**src/logic/irq_params.svh**
```systemverilog
// Register addresses, field positions, reset values and vector addresses of the interrupt controller.
`ifndef IRQ_PARAMS_SVH
`define IRQ_PARAMS_SVH
`define ADDR_ENABLE_BANK_ZERO 8'ha8
`define ADDR_PRIORITY_BANK_ZERO 8'hb8
`define ADDR_REQUEST_FLAGS 8'hc0
`define ADDR_ENABLE_BANK_ONE 8'he8
`define ADDR_POLARITY_SELECT 8'he9
`define ADDR_PRIORITY_BANK_ONE 8'hf8
`define RESET_VALUE_REG 8'h00
`define BIT_GLOBAL_IRQ_ENABLE 7
`define BIT_SERIAL_BUS 5
`define BIT_TIMER_ONE 3
`define BIT_EXT_ONE 2
`define BIT_TIMER_ZERO 1
`define BIT_EXT_ZERO 0
`define BIT_PORT_BIT7 7
`define BIT_VSYNC 5
`define MASK_FLAGS 8'hbf
`define VEC_EXT_ZERO 16'h0003
`define VEC_TIMER_ZERO 16'h000b
`define VEC_EXT_ONE 16'h0013
`define VEC_TIMER_ONE 16'h001b
`define VEC_SERIAL_BUS 16'h002b
`define VEC_PORT_BIT0 16'h0033
`define VEC_PORT_BIT1 16'h003b
`define VEC_PORT_BIT2 16'h0043
`define VEC_PORT_BIT3 16'h004b
`define VEC_PORT_BIT4 16'h005b
`define VEC_VSYNC 16'h0063
`define VEC_PORT_BIT7 16'h0073
`endif

```
**src/logic/irq_pkg.sv**
```systemverilog
// Types shared by the interrupt controller and its users.
package irq_pkg;
  // One special function register access from the CPU core.
  typedef struct packed {
    logic wr;
    logic rd;
    logic [7:0] addr;
    logic [7:0] wdata;
  } sfr_req_t;
  // Source numbers in fixed order within a level, first is served first.
  typedef enum logic [3:0] {
    SRC_EXT_ZERO, SRC_SERIAL_BUS, SRC_TIMER_ZERO, SRC_PORT_BIT0, SRC_PORT_BIT4, SRC_EXT_ONE,
    SRC_PORT_BIT1, SRC_VSYNC, SRC_TIMER_ONE, SRC_PORT_BIT2, SRC_PORT_BIT3, SRC_PORT_BIT7
  } src_id_t;
endpackage

```
**src/logic/two_level_vectored_interrupt_controller.sv**
```systemverilog
// Twelve-source, two-level, nested vectored interrupt controller with its special function registers.
`timescale 1ns/1ns
`include "irq_params.svh"

module two_level_vectored_interrupt_controller
  import irq_pkg::*;
(
  // Clock and reset.
  input wire logic clock,
  input wire logic reset_n,
  // Special function register access from the core.
  input sfr_req_t sfr_req,
  output logic [7:0] sfr_rdata,
  // Request levels of the core's own sources.
  input wire logic ext_irq_pin_zero,
  input wire logic ext_irq_pin_one,
  input wire logic timer_zero_source,
  input wire logic timer_one_source,
  input wire logic serial_bus_source,
  // Port one pins and the vertical sync interrupt line.
  input wire logic [7:0] port_pins,
  input wire logic vsync_irq_line,
  // Vector hand-off to the CPU core.
  output logic irq_req,
  output logic [15:0] irq_vector,
  output logic irq_high,
  input wire logic irq_ack,
  input wire logic irq_return,
  // Nesting state.
  output logic in_low_routine,
  output logic in_high_routine
);

  // Software-visible registers.
  logic [7:0] enable_bank_zero_r;
  logic [7:0] enable_bank_one_r;
  logic [7:0] priority_bank_zero_r;
  logic [7:0] priority_bank_one_r;
  logic [7:0] polarity_select_r;
  logic [7:0] request_flags_r;
  logic [7:0] request_flags_nxt;
  // Live source conditions, enables, priorities in arbitration order.
  logic [7:0] port_cond;
  logic [11:0] src_req;
  logic [11:0] src_en;
  logic [11:0] src_prio;
  logic [11:0] hi_pend;
  logic [11:0] lo_pend;
  // Arbitration result.
  logic win_valid;
  logic win_high;
  logic [3:0] win_idx;
  // Registered hand-off state.
  logic irq_req_r;
  logic irq_high_r;
  logic [3:0] irq_idx_r;
  logic [15:0] irq_vector_r;
  logic in_low_r;
  logic in_high_r;
  logic [7:0] sfr_rdata_r;

  // Returns the first set source in fixed order, or all ones if none.
  function automatic logic [3:0] first_set(input logic [11:0] m);
    logic [3:0] idx;
    idx = 4'hf;
    for (int i = 11; i >= 0; i--) begin
      if (m[i]) begin
        idx = 4'(i);
      end
    end
    return idx;
  endfunction

  // Maps a source number to its program-memory vector.
  function automatic logic [15:0] vector_of(input logic [3:0] idx);
    logic [15:0] v;
    v = `VEC_EXT_ZERO;
    case (idx)
      SRC_EXT_ZERO: v = `VEC_EXT_ZERO;
      SRC_SERIAL_BUS: v = `VEC_SERIAL_BUS;
      SRC_TIMER_ZERO: v = `VEC_TIMER_ZERO;
      SRC_EXT_ONE: v = `VEC_EXT_ONE;
      SRC_TIMER_ONE: v = `VEC_TIMER_ONE;
      SRC_PORT_BIT0: v = `VEC_PORT_BIT0;
      SRC_PORT_BIT1: v = `VEC_PORT_BIT1;
      SRC_PORT_BIT2: v = `VEC_PORT_BIT2;
      SRC_PORT_BIT3: v = `VEC_PORT_BIT3;
      SRC_PORT_BIT4: v = `VEC_PORT_BIT4;
      SRC_VSYNC: v = `VEC_VSYNC;
      SRC_PORT_BIT7: v = `VEC_PORT_BIT7;
      default: v = `VEC_EXT_ZERO;
    endcase
    return v;
  endfunction

  // Pin conditions: port pins 0 to 4 and 7 request when equal to their polarity bit; pins 5 and 6 never do; vsync is fixed active-high.
  always_comb begin
    port_cond = ~(port_pins ^ polarity_select_r);
    port_cond[6] = 1'b0;
    port_cond[5] = vsync_irq_line;
    port_cond[7] = ~(port_pins[7] ^ polarity_select_r[7]);
  end

  // Flags: a condition sets its flag whatever the enable; a write stores data but the set wins.
  always_comb begin
    request_flags_nxt = request_flags_r;
    if (sfr_req.wr && sfr_req.addr == `ADDR_REQUEST_FLAGS) begin
      request_flags_nxt = sfr_req.wdata;
    end
    request_flags_nxt = (request_flags_nxt | port_cond) & `MASK_FLAGS;
  end

  // Gathers requests, enables and priority bits in arbitration order.
  always_comb begin
    src_req = {request_flags_r[7], request_flags_r[3], request_flags_r[2], timer_one_source,
               request_flags_r[5], request_flags_r[1], ext_irq_pin_one, request_flags_r[4],
               request_flags_r[0], timer_zero_source, serial_bus_source, ext_irq_pin_zero};
    src_en = {enable_bank_one_r[7], enable_bank_one_r[3], enable_bank_one_r[2], enable_bank_zero_r[3],
              enable_bank_one_r[5], enable_bank_one_r[1], enable_bank_zero_r[2], enable_bank_one_r[4],
              enable_bank_one_r[0], enable_bank_zero_r[1], enable_bank_zero_r[5], enable_bank_zero_r[0]};
    src_prio = {priority_bank_one_r[7], priority_bank_one_r[3], priority_bank_one_r[2], priority_bank_zero_r[3],
                priority_bank_one_r[5], priority_bank_one_r[1], priority_bank_zero_r[2], priority_bank_one_r[4],
                priority_bank_one_r[0], priority_bank_zero_r[1], priority_bank_zero_r[5],
                priority_bank_zero_r[0]};
    hi_pend = src_req & src_en & src_prio & {12{enable_bank_zero_r[`BIT_GLOBAL_IRQ_ENABLE]}};
    lo_pend = src_req & src_en & ~src_prio & {12{enable_bank_zero_r[`BIT_GLOBAL_IRQ_ENABLE]}};
  end

  // Chooses the winner: high level first, nesting decides what may preempt.
  always_comb begin
    win_valid = 1'b0;
    win_high = 1'b0;
    win_idx = 4'hf;
    if (in_high_r) begin
      // A high routine is never interrupted.
      win_valid = 1'b0;
    end else if (|hi_pend) begin
      // High requests win and may preempt a low routine.
      win_valid = 1'b1;
      win_high = 1'b1;
      win_idx = first_set(hi_pend);
    end else if (!in_low_r && |lo_pend) begin
      // Low requests wait while a low routine runs.
      win_valid = 1'b1;
      win_idx = first_set(lo_pend);
    end
  end

  // Register writes from the core.
  always_ff @(posedge clock or negedge reset_n) begin
    if (!reset_n) begin
      enable_bank_zero_r <= `RESET_VALUE_REG;
      enable_bank_one_r <= `RESET_VALUE_REG;
      priority_bank_zero_r <= `RESET_VALUE_REG;
      priority_bank_one_r <= `RESET_VALUE_REG;
      polarity_select_r <= `RESET_VALUE_REG;
    end else if (sfr_req.wr) begin
      case (sfr_req.addr)
        `ADDR_ENABLE_BANK_ZERO: enable_bank_zero_r <= sfr_req.wdata & 8'haf;
        `ADDR_ENABLE_BANK_ONE: enable_bank_one_r <= sfr_req.wdata & 8'hbf;
        `ADDR_PRIORITY_BANK_ZERO: priority_bank_zero_r <= sfr_req.wdata & 8'h2f;
        `ADDR_PRIORITY_BANK_ONE: priority_bank_one_r <= sfr_req.wdata & 8'hbf;
        `ADDR_POLARITY_SELECT: polarity_select_r <= sfr_req.wdata;
        default: ;
      endcase
    end
  end

  // Request flag register.
  always_ff @(posedge clock or negedge reset_n) begin
    if (!reset_n) begin
      request_flags_r <= `RESET_VALUE_REG;
    end else begin
      request_flags_r <= request_flags_nxt;
    end
  end

  // Read data, registered; unmapped addresses read zero.
  always_ff @(posedge clock or negedge reset_n) begin
    if (!reset_n) begin
      sfr_rdata_r <= 8'h00;
    end else if (sfr_req.rd) begin
      case (sfr_req.addr)
        `ADDR_ENABLE_BANK_ZERO: sfr_rdata_r <= enable_bank_zero_r;
        `ADDR_ENABLE_BANK_ONE: sfr_rdata_r <= enable_bank_one_r;
        `ADDR_PRIORITY_BANK_ZERO: sfr_rdata_r <= priority_bank_zero_r;
        `ADDR_PRIORITY_BANK_ONE: sfr_rdata_r <= priority_bank_one_r;
        `ADDR_POLARITY_SELECT: sfr_rdata_r <= polarity_select_r;
        `ADDR_REQUEST_FLAGS: sfr_rdata_r <= request_flags_r;
        default: sfr_rdata_r <= 8'h00;
      endcase
    end
  end

  // Offer to the core; dropped for one cycle after an accept so nesting state can settle.
  always_ff @(posedge clock or negedge reset_n) begin
    if (!reset_n) begin
      irq_req_r <= 1'b0;
      irq_high_r <= 1'b0;
      irq_idx_r <= 4'hf;
      irq_vector_r <= 16'h0000;
    end else begin
      irq_req_r <= win_valid && !irq_ack;
      irq_high_r <= win_high;
      irq_idx_r <= win_idx;
      irq_vector_r <= vector_of(win_idx);
    end
  end

  // Nesting state: an accept enters the offered level, a return leaves the innermost one.
  always_ff @(posedge clock or negedge reset_n) begin
    if (!reset_n) begin
      in_low_r <= 1'b0;
      in_high_r <= 1'b0;
    end else if (irq_ack && irq_req_r) begin
      if (irq_high_r) begin
        in_high_r <= 1'b1;
      end else begin
        in_low_r <= 1'b1;
      end
    end else if (irq_return) begin
      if (in_high_r) begin
        in_high_r <= 1'b0;
      end else begin
        in_low_r <= 1'b0;
      end
    end
  end

  // Outputs.
  assign sfr_rdata = sfr_rdata_r;
  assign irq_req = irq_req_r;
  assign irq_high = irq_high_r;
  assign irq_vector = irq_vector_r;
  assign in_low_routine = in_low_r;
  assign in_high_routine = in_high_r;

  wire flag_wr = sfr_req.wr && sfr_req.addr == `ADDR_REQUEST_FLAGS;
endmodule // two_level_vectored_interrupt_controller

```
**config.mk**
```make
export PLATFORM = sky130hd
export DESIGN_NAME = two_level_vectored_interrupt_controller
export DESIGN_NICKNAME = d
export VERILOG_FILES = /design/src/logic/irq_pkg.sv /design/src/logic/two_level_vectored_interrupt_controller.sv
export VERILOG_INCLUDE_DIRS = /design/src /design/src/logic
export SDC_FILE = /design/constraint.sdc
export NUM_CORES = 1
export LEC_CHECK = 0
export CELL_PAD_IN_SITES_DETAIL_PLACEMENT = 1
export CELL_PAD_IN_SITES_GLOBAL_PLACEMENT = 2
export CORE_MARGIN = 3
export CORE_UTILIZATION = 44
export DETAILED_ROUTE_END_ITERATION = 10
export DONT_BUFFER_PORTS = 1
export GPL_TIMING_DRIVEN = 1
export MAX_ROUTING_LAYER = met4
export PLACE_DENSITY = 0.91
export RECOVER_POWER = 100
export REMOVE_ABC_BUFFERS = 1
export SKIP_CTS_REPAIR_TIMING = 1
export SLEW_MARGIN = 5
export SYNTH_ARGS = -nofsm -noshare
export SYNTH_HDL_FRONTEND = slang
export SYNTH_SLANG_ARGS = --single-unit
```
**constraint.sdc**
```tcl
create_clock -name clock -period 3.8 [get_ports clock]
set_clock_uncertainty 0.1 [all_clocks]
set_input_delay 0.57 -clock clock [delete_from_list [all_inputs] [get_ports clock]]
set_output_delay 0.57 -clock clock [all_outputs]
set_load 0.01 [all_outputs]
```
==> results.md <==
Synth:
- The adder-cell share of the synthesized area is under 10%.
- The biggest area contributor in the post-synthesis netlist is dfrtp_1.
- The share of the yosys chip area belonging to registers is 42.97%.
- The share of the synthesized area in the top cell type is a little over two fifths.
- The prevailing post-synth register cell is dfrtp_1.
- The number of different library cells in the post-synthesis netlist is 57.
- Synthesis inferred 57 register bits.
- After Yosys synthesis, and, or, nand and nor cells account for 24.35% of the synthesized area.
- The portion of synthesized area spent on multiplexers is between 10 and 15%.
- Summing the areas of all compound-gate instances in the mapped netlist gives 11.01% of the synthesized area.
- After synthesis, the cell types taking the most area are dfrtp_1 (43%), mux2_2 (11%), nand2_1 (3.4%).
- Summing every instance area after synthesis gives 3319 um^2.
- The number of flops mapped to enable cells by yosys is 0.
- The post-synthesis average cell area is approximately 11 um^2.
- The fraction of registers with async set or reset after synthesis is 100.0%.
- The synthesized netlist cell count is 309.
- The combinational family with the most area after synthesis is simple AND/OR/NAND/NOR gates.
- The number of warnings issued by yosys is 0.
- Of the total synthesized cell area, the portion taken by XOR and XNOR cells is 1.583%.

Placed design:
- The number of placed instances, taps included, is 396.
- Routability-driven placement finished with a final weighted congestion of 0.8032.
- The estimated wirelength of the detail-placed design is ~6200 um.
- The count of buffers added on input and output ports is 0.

Finish:
- The library cells used most frequently in the layout, excluding fill and tap cells, are dfrtp_1 (57), nand2_1 (32), mux2_2 (31).
- Leaving out fill and tap cells, the most frequent cell in the layout is dfrtp_1.
- Excluding fillers, the count of instances in the completed layout stands at approximately 410.
- The antenna cell count is 0.
- Relative to the synthesized area, the layout overhead comes to 3.845%.
- Fill cells in the final layout number 837.
- The final layout contains 348 nets.
- The fraction of final layout cells with drive strength greater than 1 is approximately a fifth.

Route:
- Before antenna repair, the detailed router went through 4 iterations.
- The detailed router placed 2453 vias in this run.
- The count of antenna-violating nets left after detailed routing is 0.
- After detailed routing, the average wire length per cell comes to 21.37 um.
- The violation count after the first detailed-route iteration is about 150.
- The average vias per placed instance is 5.954.
- The total wire length after detailed routing is 8804 um.
- The number of design rule violations left after detail routing is 0.

Global route:
- The met2 capacity usage during global routing is 36.35%.
- The number of antenna violations at the first check in global routing is 0.
- In the global route stage, overall resource usage came out at 22.09%.
- Entering global routing, the biggest net connects 58 pins.
- Global routing finished with a remaining overflow of 0.
- The global-route met1 utilization is between 20% and 30%.
- The wire length of the first global-routing pass is 14130 um.
- In the global route stage, met3 resource usage came out at 5.768%.
- met2 is the most crowded layer.
- The number of global-route vias before repair is ~2.6k.

Power:
- In this run, the combinational gates consume under 10% of the power.
- The peak supply drop is 194.9 uV.
- The internal power summed over all cells is 992.3 uW.
- The net switching power is 311.8 uW.
- The leakage power summed over all cells is around 0.0016 uW.
- The switching power as a share of total power is a little under a quarter.
- For this design the ratio of total power to cell area is 378.3 nW/um^2.
- Sequential cells account for 50.5% of the total power.
- The clock network accounts for 44.6% of the total power.

Worst setup path:
- The delay of the slowest cell on the worst path is approximately 1.5 ns.
- The maximum fanout along the worst path is 10.
- Across all register-to-register paths, the minimum setup slack is 0.57 ns.
- STA puts the critical path data required time at 3.92 ns.
- The slowest cell on the critical path is nor4b_1.
- The kind of critical path is in -> reg.
- Walking the worst path, the cells encountered are nor2_1 > nor4b_1 > nand4_1 > mux2_2.
- The worst path arrival time is 3.53 ns.
- The sum of buffers and inverters on the critical path is 0.
- The kind of launch point of the worst setup path is an input pin.
- The dominant delay contributor by cell family on the critical path is simple AND/OR/NAND/NOR gates.
- The worst setup path is captured at a register.

Clock tree:
- The clock net in this run drives a total of 57 sinks.
- Buffers inserted during clock tree synthesis total 9.
- The root cell of the clock tree is clkbuf_8.
- The insertion delay of the later-clocked pin in the worst-skew pair is between 0.3 and 0.4 ns.
- The H-tree was split into 3 levels.
- The clock tree from TritonCTS is yes.
- The clock-pin slew reported for the worst setup and hold paths after clock tree synthesis is 0.07 ns.
- The maximum buffer depth of the clock tree is 2.

STA:
- The slew at the pin with the worst max-slew slack is 2.661 ns.
- Setup violations remaining at the end of the flow were counted as 0.
- The clock period could shrink to 3.410 ns.
- After layout, the worst path uses 89.74% of the clock period.
- The setup TNS after final layout is 0 ns.
- The count of final hold-check violations is 0.
- Setup repair after global routing left no endpoint under its margin.
- The number of pins exceeding their max-slew limit in the final report came to 69.
- Static timing analysis puts the maximum clock frequency at 293.3 MHz.
- Measured against its own limit, the worst slew margin works out to -77.39%.

Floorplan:
- The cell row count is 31.
- The die is 92.86 um wide.
- The boundary pin count is 64.
- In this run the standard cell core region covers 7292 um^2.
- The chip height is between 90 and 100 um.
- The initial standard-cell utilization of the core is 45.52%.
- The overall die area is 8622 um^2.

Outcome:
- The checks that failed: max-capacitance violations, max-slew violations.
- The flow ran to the end, but the final reports show violations.

Job:
- The tool flagged a number of max-cap violations equal to 2.

Hold path:
- The worst hold path class is in -> reg.
==> layer usage <==
metal	share of wire, %	routed length, um	vias to the layer above
met1	45	3925	1247
met4	1.2	103	0
met2	50	4386	60
met5	0	0	-
met3	4.4	388	11
li1	-	-	1135
==> flip-flops by register name (all words and copies together) (netlist names) <==
signal / cells
priority_bank_zero_r: 5
in_low_routine: 1
sfr_rdata: 8
irq_req: 1
irq_vector: 5
priority_bank_one_r: 7
enable_bank_zero_r: 6
irq_high: 1
in_high_routine: 1
request_flags_r: 7
enable_bank_one_r: 7
polarity_select_r: 8
==> worst paths after layout <==
| check | to | depth (start not counted) | from |
|---|---|---|---|
| worst max-delay path | priority_bank_one_r[3] | 4 | sfr_req[9] |
| worst min-delay path | irq_req | 1 | irq_ack |
| worst max register to register | irq_vector[6] | 9 | enable_bank_zero_r[7] |
| worst min register to register | polarity_select_r[6] | 1 | polarity_select_r[6] |
| max in group asynchronous | priority_bank_zero_r[2] | 1 | reset_n |
| min in group asynchronous | request_flags_r[4] | 1 | reset_n |
==> per-stage QoR <==
stage	hold WS (ns)	setup WS [ns]	util (%)	cell area [um^2]	total power, uW
6_report	0.1889	0.3900	47.27	3447	1304
5_1_grt	0.1751	0.2078	47.27	3447	1356
4_1_cts	-0.2012	0.6044	48.42	3531	1310
2_1_floorplan	0.1744	1.134	-	3212	708.9
3_3_place_gp	0.1757	0.6591	45.74	3336	719.8
3_5_place_dp	0.1766	0.6159	45.74	3336	723.8
==> power groups by stage <==
stage	combinational [uW]	sequential, uW	clock [uW]
floorplan	47.4	662	0
global placement	52.0	668	0
detailed placement	54.0	670	0
CTS	54.8	658	596
global route	72.4	662	621
finish	64.2	659	581
==> cells in the mapped netlist, drive strengths merged (6+ instances only) <==
library cell and count:
a31oi 7, xor2 6, nand4 15, inv 7
dfrtp 57, nor2 19, mux2i 6, mux2 35
a22oi 11, o21ai 12, nand3 22, buf 19
nand2 32, nand4b 13
==> worst reg2reg max path, delay by kind of cell, from the launching register on <==
family          cells  cell delay, ns
simple gates        6            1.77
flops               1            0.97
fa+ha+maj           1            0.19
compound gates      1            0.07
buf+inv             1            0.06
==> layout make-up <==
type	count	area, um^2	area share (%)
sequential	57	1426	41.38
clock buffer	12	155.1	4.501
inverter	7	26.28	0.7622
multi-input combinational	233	1665	48.31
clock inverter	3	40.04	1.162
tap	99	123.9	3.593
timing repair buffer	1	10.01	0.2904
==> logic make-up after synthesis <==
logic type	Yosys count
and+or+nand+nor	123
DFF	57
AOI/OAI and AO/OA	49
muxes	41
buffers and inverters	28
xor gates and xnor gates	6
adders and majority gates	3
other	2
(Power assumes the default switching activity.)
